--- src/tro_map.svh ---
`ifndef TRO_MAP_SVH
`define TRO_MAP_SVH
// ----------------------------------------------------------------
// command codes
// ----------------------------------------------------------------
`define TRO_CMD_PAGE 8'h00
`define TRO_CMD_IIN 8'h89
`define TRO_CMD_TEMP 8'h8d
`define TRO_CMD_POUT 8'h96
`define TRO_CMD_PIN 8'h97
`define TRO_CMD_VLIN 8'hd4
`define TRO_CMD_CFGA 8'hda
`define TRO_CMD_CFGB 8'hdc
// ----------------------------------------------------------------
// page selector values
// ----------------------------------------------------------------
`define TRO_PAGE_A 8'h00
`define TRO_PAGE_B 8'h01
`define TRO_PAGE_ALL 8'hff
// ----------------------------------------------------------------
// field positions
// ----------------------------------------------------------------
`define TRO_EXP_HI 15
`define TRO_EXP_LO 11
`define TRO_MAN_HI 10
`define TRO_TRIM_HI 15
`define TRO_TRIM_LO 8
`define TRO_RANGE_BIT 13
`define TRO_OFS_HI 12
`define TRO_OFS_LO 8
`define TRO_RCODE_HI 15
`define TRO_RCODE_LO 14
`define TRO_CML_BADCMD 7
`define TRO_CML_BADDATA 6
// ----------------------------------------------------------------
// reset values and fixed exponents
// ----------------------------------------------------------------
`define TRO_CFGA_P0_RST 16'h3200
`define TRO_CFGA_P1_RST 16'h0000
`define TRO_CFGB_P0_RST 16'h0000
`define TRO_CFGB_MASK 16'hdfff
`define TRO_TRIM_NOM 8'h32
`define TRO_EXP_TEMP 5'h00
`define TRO_EXP_POUT 5'h1e
`define TRO_EXP_PIN 5'h1f
`define TRO_EXP_VOUT 5'h18
`define TRO_EXP_IIN 5'h1c
// ----------------------------------------------------------------
// timing
// ----------------------------------------------------------------
`define TRO_REFRESH_US 1200
`define TRO_CLK_MHZ 125
`define TRO_REFRESH_CYCLES (`TRO_REFRESH_US * `TRO_CLK_MHZ)
`endif

--- src/tro_pkg.sv ---
package tro_pkg;
  // one host command as seen at the command port
  typedef struct packed {
    logic write;
    logic [7:0] code;
    logic [15:0] data;
  } tro_req_s;
  // calibration settings handed to the current calibrator
  typedef struct packed {
    logic rangeSel;
    logic [1:0] rcode;
    logic [7:0] trim;
    logic [4:0] ofs;
  } tro_cal_s;
endpackage

--- src/tro_iin_cal.sv ---
`timescale 1ns/1ps
`include "tro_map.svh"
module tro_iin_cal
(
  input wire logic clk,
  input wire logic rst,
  input wire logic [15:0] senseUv,
  input wire tro_pkg::tro_cal_s cal,
  output logic signed [10:0] iinQ
);
  // ----------------------------------------------------------------
  // analog gain in units of 0.05 milliohm, index {range, rcode}
  // ----------------------------------------------------------------
  localparam logic [6:0] GAIN [8] = '{7'h03, 7'h05, 7'h06, 7'h0a,
                                      7'h18, 7'h28, 7'h30, 7'h50};
  localparam logic [31:0] LIM_LOW = 32'h0000_0320; // 50.0 a in 1/16 a
  localparam logic [31:0] LIM_HIGH = 32'h0000_0064; // 6.25 a in 1/16 a
  logic [6:0] gain;
  logic [31:0] num;
  logic [31:0] den;
  logic [31:0] quo;
  logic [31:0] lim;
  logic signed [11:0] ofsQ;
  logic signed [11:0] sum;
  // current in 1/16 a: uv*16*trim / (gain*50*50)
  always_comb
  begin
    gain = GAIN[{cal.rangeSel, cal.rcode}];
    num = 32'(senseUv) * 32'h10 * 32'(cal.trim);
    den = 32'(gain) * 32'h9c4;
    quo = num / den;
    lim = cal.rangeSel ? LIM_HIGH : LIM_LOW;
    if (quo > lim)
    begin
      quo = lim;
    end
    // offset code is tenths of an ampere, two's complement
    ofsQ = 12'((13'(signed'(cal.ofs)) * 13'sd16) / 13'sd10);
    sum = signed'(12'(quo)) + ofsQ;
  end
  // registered result
  always_ff @(posedge clk)
  begin
    if (rst)
    begin
      iinQ <= '0;
    end
    else
    begin
      iinQ <= 11'(sum);
    end
  end
  property p_iin_limit;
    @(posedge clk) disable iff (rst)
    cal.rangeSel && $stable(cal) && $stable(senseUv) |=>
      iinQ <= 11'sd100 + 11'sd24;
  endproperty
  a_iin_limit: assert property (p_iin_limit)
    else $error("input current above range limit");
endmodule // tro_iin_cal

--- src/tro_telemetry.sv ---
// Overview of operation
// - Writes to read-only readbacks flag and alert
// - Output power per channel, refreshed each 1200us
// - Page 00h a, 01h b, ffh both on writes, a on reads
// - One shared input power, refreshed each 1200us
// - Input power ignores the page selector
// - Exponent bits 15:11, mantissa bits 10:0
// - Command d4h returns paged linear output voltage
// - Input current reading is both channels total
// - Gain from range bit and resistance code
// - Gain range limits measurable input current
// - Current scaled by trim over nominal 50
// - Programmed offset added to sensed current
// - Offset codes: 0..1.5a, then -1.6..-0.1a
// - Trim in bits 15:8 of config a page 0
// - Range bit 13 of config a page 1
// - Resistance code bits 15:14 config b page 0
`timescale 1ns/1ps
`include "tro_map.svh"
module tro_telemetry
#(
  parameter int REFRESH_CYCLES = `TRO_REFRESH_CYCLES
)
(
  input wire logic clk,
  input wire logic rst,
  input wire logic reqValid,
  input wire tro_pkg::tro_req_s req,
  output logic rspValid,
  output logic [15:0] rspData,
  output logic rspInvalid,
  input wire logic clearFaults,
  input wire logic [1:0][10:0] tempIn,
  input wire logic [1:0][10:0] voutIn,
  input wire logic [1:0][10:0] ioutIn,
  input wire logic [10:0] vinIn,
  input wire logic [15:0] senseUv,
  output logic [7:0] commStatus,
  output logic statusWordCml,
  output logic hostAlertLine_n
);
  // ----------------------------------------------------------------
  // elaboration checks
  // ----------------------------------------------------------------
  localparam int CW = $clog2(REFRESH_CYCLES);
  if (REFRESH_CYCLES < 2)
  begin : g_bad_refresh
    $error("refresh period too short");
  end
  // ----------------------------------------------------------------
  // declarations
  // ----------------------------------------------------------------
  logic [CW-1:0] refreshCnt_q; // cycles since last refresh
  logic tick; // one-cycle refresh strobe
  logic [7:0] page_q; // page selector
  logic [15:0] cfgAP0_q; // config a, page 0 word
  logic [15:0] cfgAP1_q; // config a, page 1 word
  logic [15:0] cfgBP0_q; // config b, page 0 word
  logic [7:0] commStatus_q; // sticky communication flags
  logic [1:0][15:0] tempSnap_q;
  logic [1:0][15:0] poutSnap_q;
  logic [1:0][15:0] vlinSnap_q;
  logic [15:0] pinSnap_q;
  logic [15:0] iinSnap_q;
  logic signed [10:0] iinQ; // calibrated input current, 1/16 a
  tro_pkg::tro_cal_s cal;
  logic isRead;
  logic isWrite;
  logic roCmd; // read-only telemetry command
  logic rwCmd; // writable command
  logic badPage; // page write with an unsupported value
  logic chanB; // paged access routed to channel b
  logic [15:0] readWord;
  logic [21:0] pinProd;
  logic [15:0] pinWord;
  // ----------------------------------------------------------------
  // command decode
  // ----------------------------------------------------------------
  always_comb
  begin
    isRead = reqValid && !req.write;
    isWrite = reqValid && req.write;
    roCmd = (req.code == `TRO_CMD_IIN) || (req.code == `TRO_CMD_TEMP) ||
            (req.code == `TRO_CMD_POUT) || (req.code == `TRO_CMD_PIN) ||
            (req.code == `TRO_CMD_VLIN);
    rwCmd = (req.code == `TRO_CMD_PAGE) || (req.code == `TRO_CMD_CFGA) ||
            (req.code == `TRO_CMD_CFGB);
    badPage = isWrite && (req.code == `TRO_CMD_PAGE) &&
              (req.data[7:0] != `TRO_PAGE_A) &&
              (req.data[7:0] != `TRO_PAGE_B) &&
              (req.data[7:0] != `TRO_PAGE_ALL);
    chanB = (page_q == `TRO_PAGE_B);
  end
  // read data multiplexer; page ff reads channel a
  always_comb
  begin
    case (req.code)
      `TRO_CMD_PAGE: readWord = {8'h00, page_q};
      `TRO_CMD_TEMP: readWord = tempSnap_q[chanB];
      `TRO_CMD_POUT: readWord = poutSnap_q[chanB];
      `TRO_CMD_PIN: readWord = pinSnap_q;
      `TRO_CMD_IIN: readWord = iinSnap_q;
      `TRO_CMD_VLIN: readWord = vlinSnap_q[chanB];
      `TRO_CMD_CFGA: readWord = chanB ? cfgAP1_q : cfgAP0_q;
      `TRO_CMD_CFGB: readWord = cfgBP0_q & `TRO_CFGB_MASK;
      default: readWord = 16'h0000;
    endcase
  end
  // ----------------------------------------------------------------
  // refresh timer
  // ----------------------------------------------------------------
  assign tick = (refreshCnt_q == CW'(REFRESH_CYCLES - 1));
  // counts one refresh period, strobing tick at its end
  always_ff @(posedge clk)
  begin
    if (rst || tick)
    begin
      refreshCnt_q <= '0;
    end
    else
    begin
      refreshCnt_q <= refreshCnt_q + CW'(1);
    end
  end
  // ----------------------------------------------------------------
  // input current calibration
  // ----------------------------------------------------------------
  assign cal.trim = cfgAP0_q[`TRO_TRIM_HI:`TRO_TRIM_LO];
  assign cal.rangeSel = cfgAP1_q[`TRO_RANGE_BIT];
  assign cal.ofs = cfgAP1_q[`TRO_OFS_HI:`TRO_OFS_LO];
  assign cal.rcode = cfgBP0_q[`TRO_RCODE_HI:`TRO_RCODE_LO];
  tro_iin_cal u_cal
  (
    .clk(clk),
    .rst(rst),
    .senseUv(senseUv),
    .cal(cal),
    .iinQ(iinQ)
  );
  // ----------------------------------------------------------------
  // shared input power, vin 2^-5 v times iin 2^-4 a, 2^-1 w
  // ----------------------------------------------------------------
  always_comb
  begin
    pinProd = iinQ[10] ? 22'h0 : 22'(vinIn) * 22'(iinQ);
    if (pinProd[21:8] > 14'h3ff)
    begin
      pinWord = {`TRO_EXP_PIN, 11'h3ff};
    end
    else
    begin
      pinWord = {`TRO_EXP_PIN, 1'b0, pinProd[17:8]};
    end
  end
  // shared snapshots, whole words updated only on tick
  always_ff @(posedge clk)
  begin
    if (rst)
    begin
      pinSnap_q <= '0;
      iinSnap_q <= '0;
    end
    else if (tick)
    begin
      pinSnap_q <= pinWord;
      iinSnap_q <= {`TRO_EXP_IIN, iinQ};
    end
  end
  // ----------------------------------------------------------------
  // per-channel snapshots: temperature, power, linear voltage
  // ----------------------------------------------------------------
  for (genvar ch = 0; ch < 2; ch++)
  begin : g_chan
    logic [21:0] prod; // vout 2^-8 v times iout 2^-2 a
    logic [10:0] pman; // power mantissa, 2^-2 w
    assign prod = 22'(voutIn[ch]) * 22'(ioutIn[ch]);
    assign pman = (prod[21:8] > 14'h3ff) ? 11'h3ff : {1'b0, prod[17:8]};
    // hold each word until the next refresh
    always_ff @(posedge clk)
    begin
      if (rst)
      begin
        tempSnap_q[ch] <= '0;
        poutSnap_q[ch] <= '0;
        vlinSnap_q[ch] <= '0;
      end
      else if (tick)
      begin
        tempSnap_q[ch] <= {`TRO_EXP_TEMP, tempIn[ch]};
        poutSnap_q[ch] <= {`TRO_EXP_POUT, pman};
        vlinSnap_q[ch] <= {`TRO_EXP_VOUT, voutIn[ch]};
      end
    end
  end
  // ----------------------------------------------------------------
  // page and configuration registers
  // ----------------------------------------------------------------
  always_ff @(posedge clk)
  begin
    if (rst)
    begin
      page_q <= `TRO_PAGE_A;
    end
    else if (isWrite && req.code == `TRO_CMD_PAGE && !badPage)
    begin
      page_q <= req.data[7:0];
    end
  end
  // page ff writes both pages of config a
  always_ff @(posedge clk)
  begin
    if (rst)
    begin
      cfgAP0_q <= `TRO_CFGA_P0_RST;
      cfgAP1_q <= `TRO_CFGA_P1_RST;
      cfgBP0_q <= `TRO_CFGB_P0_RST;
    end
    else if (isWrite)
    begin
      if (req.code == `TRO_CMD_CFGA && page_q != `TRO_PAGE_B)
      begin
        cfgAP0_q <= req.data;
      end
      if (req.code == `TRO_CMD_CFGA && page_q != `TRO_PAGE_A)
      begin
        cfgAP1_q <= req.data;
      end
      if (req.code == `TRO_CMD_CFGB && page_q != `TRO_PAGE_B)
      begin
        cfgBP0_q <= req.data & `TRO_CFGB_MASK;
      end
    end
  end
  // ----------------------------------------------------------------
  // communication status, set wins over clear
  // ----------------------------------------------------------------
  always_ff @(posedge clk)
  begin
    if (rst)
    begin
      commStatus_q <= '0;
    end
    else
    begin
      commStatus_q[`TRO_CML_BADCMD] <=
        (commStatus_q[`TRO_CML_BADCMD] && !clearFaults) ||
        (isWrite && roCmd) || (reqValid && !roCmd && !rwCmd);
      commStatus_q[`TRO_CML_BADDATA] <=
        (commStatus_q[`TRO_CML_BADDATA] && !clearFaults) || badPage;
    end
  end
  assign commStatus = commStatus_q;
  assign statusWordCml = |commStatus_q;
  assign hostAlertLine_n = !(|commStatus_q);
  // ----------------------------------------------------------------
  // response, one cycle after the request
  // ----------------------------------------------------------------
  always_ff @(posedge clk)
  begin
    if (rst)
    begin
      rspValid <= 1'b0;
      rspData <= '0;
      rspInvalid <= 1'b0;
    end
    else
    begin
      rspValid <= reqValid;
      rspData <= isRead ? readWord : 16'h0000;
      rspInvalid <= reqValid && ((req.write && roCmd) || badPage ||
                                 (!roCmd && !rwCmd));
    end
  end
  // ----------------------------------------------------------------
  // checks
  // ----------------------------------------------------------------
  property p_ro_write;
    @(posedge clk) disable iff (rst)
    isWrite && roCmd |=> rspInvalid && !hostAlertLine_n && statusWordCml;
  endproperty
  a_ro_write: assert property (p_ro_write)
    else $error("read-only write not flagged");
  property p_period;
    @(posedge clk) disable iff (rst)
    tick |=> !tick && refreshCnt_q == '0;
  endproperty
  a_period: assert property (p_period)
    else $error("refresh period broken");
  property p_hold;
    @(posedge clk) disable iff (rst)
    !tick |=> $stable(poutSnap_q) && $stable(pinSnap_q);
  endproperty
  a_hold: assert property (p_hold)
    else $error("snapshot changed between refreshes");
  property p_pin_shared;
    @(posedge clk) disable iff (rst)
    isRead && req.code == `TRO_CMD_PIN |=> rspData == $past(pinSnap_q);
  endproperty
  a_pin_shared: assert property (p_pin_shared)
    else $error("input power read depends on page");
  property p_exp;
    @(posedge clk) disable iff (rst)
    tick |=> poutSnap_q[0][`TRO_EXP_HI:`TRO_EXP_LO] == `TRO_EXP_POUT &&
             pinSnap_q[`TRO_EXP_HI:`TRO_EXP_LO] == `TRO_EXP_PIN;
  endproperty
  a_exp: assert property (p_exp)
    else $error("linear exponent field wrong");
  property p_page;
    @(posedge clk) disable iff (rst)
    isWrite && req.code == `TRO_CMD_PAGE && req.data[7:0] == `TRO_PAGE_ALL
      |=> page_q == `TRO_PAGE_ALL;
  endproperty
  a_page: assert property (p_page)
    else $error("page ff not accepted");
  property p_vlin_b;
    @(posedge clk) disable iff (rst)
    isRead && req.code == `TRO_CMD_VLIN && page_q == `TRO_PAGE_B
      |=> rspData == $past(vlinSnap_q[1]);
  endproperty
  a_vlin_b: assert property (p_vlin_b)
    else $error("linear voltage not routed to channel b");
  property p_trim;
    @(posedge clk) disable iff (rst)
    isWrite && req.code == `TRO_CMD_CFGA && page_q == `TRO_PAGE_A
      |=> cal.trim == $past(req.data[15:8]) && $stable(cfgAP1_q);
  endproperty
  a_trim: assert property (p_trim)
    else $error("trim not taken from page 0 word");
endmodule // tro_telemetry

--- config.mk ---
export PLATFORM = sky130hd
export DESIGN_NAME = tro_telemetry
export DESIGN_NICKNAME = d
export VERILOG_FILES = /design/src/tro_pkg.sv /design/src/tro_iin_cal.sv /design/src/tro_telemetry.sv
export VERILOG_INCLUDE_DIRS = /design/src
export SDC_FILE = /design/constraint.sdc
export NUM_CORES = 2
export LEC_CHECK = 0
export BUFFER_PORTS_ARGS = -buffer_cell sky130_fd_sc_hd__buf_2
export CORE_MARGIN = 2
export CORE_UTILIZATION = 30
export CTS_CLUSTER_DIAMETER = 50
export DETAILED_ROUTE_END_ITERATION = 10
export HOLD_SLACK_MARGIN = 0.05
export SYNTH_ARGS = -nofsm -noshare
export SYNTH_HDL_FRONTEND = slang
export SYNTH_SLANG_ARGS = --single-unit
--- constraint.sdc ---
create_clock -name clk -period 94.9 [get_ports clk]
set_input_delay 0 -clock clk [delete_from_list [all_inputs] [get_ports clk]]
set_output_delay 0 -clock clk [all_outputs]
set_load 0.005 [all_outputs]
==> results.md <==
- H-Tree Depth: 4
- Mux contribution to synthesized area: under 10%
- Worst-path clk slew: approximately 80 ps
- Pins Over Slew Limit: 0
- Sequential-to-total area share from yosys stat: ~8.6%
- Hold Fails Final Rpt: 0
- Post-Synth Adder-Cell Area: approximately a third
- GRT overflow: 0
- GRT Total Usage: 18.2%
- Routability cong.: 0.943
- Die area: 0.150 mm^2
- Main combinational cell family by area after synthesis: adder cells
- Layout cells sized above 1: roughly 7.2%
- R2r setup slk: 8140 ps
- First-pass GRT wire length: 223,000 um
- Die Wd: 387 um
- XOR/XNOR share of the synthesized area: 4.59%
- CP max FO: 36
- Clock Skew: roughly 19 ps
- # Post-CTS Setup Buffers: 0
- DRT antenna net count: 0
- # clock sinks: between 150 and 200
- Vias per std cell: approximately 5.4
- Slowest CP cell: nor3_1
- Headroom to the max-slew limit: about an eighth
- Avg WL per Cell: about 18 um
- CP Capture Type: flop
- Starting Density: 30.2%
- Largest net degree at the start of global routing: just under 80
- Flops & latches, synth: between 150 and 200
- Hold Startpoint: rst
- Fillers: 15,500
- Die H: around 390 um
- Root buf cell: clkbuf_16
- Cells after Synth: 5,730
- Cell count of the worst hold path: 2
- Number of flops mapped to enable cells by yosys: 0
- Clock Latency Late Sink: about 460 ps
- Routed via count: ~42,000
- Yosys warns: 0
- Initial antenna violation count: 13
- Fmax: between 10 and 15 MHz
- Post-CTS Resized: 0
- Max-cap viol count: 0
- Ports: 150
- Max clock buf depth: 2
- Final wirelength: between 100,000 and 150,000 um
- Distinct cell type count after synthesis: approximately 120
- Register area: approximately 0.0038 mm^2
- Post-layout minimum cycle time: slightly below 90,000 ps
- Cells on worst reg2reg path: ~350
- Multi-input logic area: around 0.038 mm^2
- Number of global-route vias before repair: a little over 40,000
- Hold Path End: cfgAP1_q[3]
- Detailed Route Iter0 Violations: roughly 3,100
- Final period utilization: approximately 91%
- Most common cell on crit path: o21a_1
- Worst Tran Pin Value: ~1300 ps
- Row count: 140
- Fin nets: slightly below 7,000
- Number of port buffers: between 100 and 150
- Reg2reg start: cfgAP1_q[13]
- Ys async rst share: 0%
- Compound-cell area share of the yosys netlist: about a fifth
- Startpoint types: flop
- Req. time, crit path: roughly 95,000 ps
- WP data arrival: between 80,000 and 90,000 ps
- Hold-fix buffers at CTS: 65
- Status: finished, final reports clean
- Synthesized area: roughly 0.044 mm^2
- TNS Setup: 0 ps
- Setup violators final: 0
- RSZ-0062 raised after global routing: false
- Length of the first detailed-routing pass in iterations: 6
- CP Class: flop to flop
- FF-to-FF End: u_cal.iinQ[10]
- Num CTS Buffers: 17
- Prevailing post-synth register cell: dfxtp_1
- Core area: ~0.15 mm^2
- Simple-Gate Fraction of Synth Area: 23.6%
- Synth-to-Final Area Change: 9.23%
- CTS tree: yes
- Slowest stage delay, CP: between 900 and 1000 ps
- DRC: 0
- Syn Area/Cell: between 7 and 8 um^2
- Detailed Place HPWL: 110,000 um
- Hold crit path type: primary input to flop
[kinds of logic (layout without fill, tap and decap cells)]
kind of cell / after synthesis / in the layout
AND/OR/NAND/NOR: 2160 / 2160
AO/OA/AOI/OAI: 1371 / 1371
adder cells (fa/ha/maj): 959 / 959
buffers and inverters: 689 / 762
XOR/XNOR: 230 / 230
flip-flops: 190 / 190
multiplexers: 130 / 130
other: 1 / 31
[worst max-delay path, delay by kind of cell, from the launching register on]
| family | cells | cell delay [ps] |
|---|---|---|
| multiplexers | 10 | 3710 |
| AO/OA/AOI/OAI | 203 | 46930 |
| flip-flops | 1 | 910 |
| buffers and inverters | 12 | 2820 |
| adder cells (fa/ha/maj) | 31 | 10030 |
| XOR/XNOR | 1 | 150 |
| AND/OR/NAND/NOR | 88 | 21820 |
[area by class of cell]
cell class	count	share of cell area, %
Antenna cell	8	0.0416
Clock buffer	17	0.883
Clock inverter	15	0.387
Inverter	475	3.70
Multi-Input combinational cell	4873	78.5
Sequential cell	190	7.90
Tap cell	1917	4.98
Timing Repair Buffer	255	3.58
[sequential cells by signal (all words and copies together), names as in the netlist, 11 cells and up]
register,flops
refreshCnt_q,18
tempSnap_q,22
u_cal.iinQ,11
pinSnap_q,11
vlinSnap_q,22
cfgBP0_q,15
poutSnap_q,20
cfgAP1_q,16
rspData,16
cfgAP0_q,16
iinSnap_q,11
[metrics by stage]
step	hold slack (ps)	setup slack [ps]	instance area (um^2)	cells	util, %
6_report	111	8140	48200	7750	33.0
5_1_grt	141	1020	48100	7742	33.0
2_1_floorplan	79.3	17480	44200	5752	-
3_5_place_dp	220	9790	46900	7645	32.2
3_3_place_gp	206	12180	46900	7645	32.2
4_1_cts	92.7	9440	48100	7742	33.0
[metal layers]
metal	wire length [um]	track usage, %
met1	64000	25.2
met2	64200	30.6
met3	7570	1.22
met4	3290	4.23
met5	11	0
[layout by cell type (no fill, tap or decap), types with 23 or more instances in the layout]
| cell type | n |
|---|---|
| conb_1 | 23 |
| dlygate4sd3_1 | 65 |
| nor2b_1 | 38 |
| nand4_1 | 43 |
| nand3_1 | 92 |
| o21bai_1 | 26 |
| and3_1 | 35 |
| ha_1 | 628 |
| nand2_1 | 823 |
| mux2_2 | 69 |
| buf_2 | 142 |
| nor3_1 | 229 |
| nor4_1 | 27 |
| o211ai_1 | 33 |
| and2_1 | 312 |
| a211oi_1 | 42 |
| or3_1 | 48 |
| fa_1 | 331 |
| or2_2 | 23 |
| nand2b_1 | 52 |
| o31ai_1 | 109 |
| dfxtp_1 | 190 |
| o21a_1 | 186 |
| xor2_1 | 89 |
| inv_1 | 472 |
| xnor2_1 | 136 |
| a21o_1 | 105 |
| buf_4 | 48 |
| a31oi_1 | 35 |
| nor2_1 | 345 |
| mux2i_1 | 56 |
| o21ai_0 | 184 |
| a21oi_1 | 357 |
[synthesized netlist by cell type, drive strengths merged (105+ instances only)]
| library cell | instances | area share [%] |
|---|---|---|
| nand2 | 823 | 7.0 |
| ha | 628 | 18 |
| inv | 474 | 4.0 |
| a21oi | 360 | 4.1 |
| nor2 | 351 | 3.0 |
| fa | 331 | 15 |
| and2 | 313 | 4.4 |
| nor3 | 238 | 2.8 |
| o21ai | 205 | 2.3 |
| dfxtp | 190 | 8.6 |
| o21a | 186 | 3.2 |
| clkbuf | 175 | 1.5 |
| xnor2 | 139 | 2.8 |
| o31ai | 112 | 1.9 |
| a21o | 105 | 1.8 |
[worst max path at each step]
stage            startpoint        endpoint  slack (ps)  cells after the start
2_1_floorplan  cfgAP1_q[13]  u_cal.iinQ[10]       17480                    368
3_3_place_gp   cfgAP1_q[13]  u_cal.iinQ[10]       12180                    343
3_5_place_dp   cfgAP1_q[13]  u_cal.iinQ[10]        9790                    344
4_1_cts        cfgAP1_q[13]  u_cal.iinQ[10]        9440                    344
5_1_grt        cfgAP1_q[13]  u_cal.iinQ[10]        1020                    344
6_report       cfgAP1_q[13]  u_cal.iinQ[10]        8140                    345
Power is left out: the tool's default activity adds up to more than one toggle a clock period on the data nets, which glitch-free logic cannot reach.
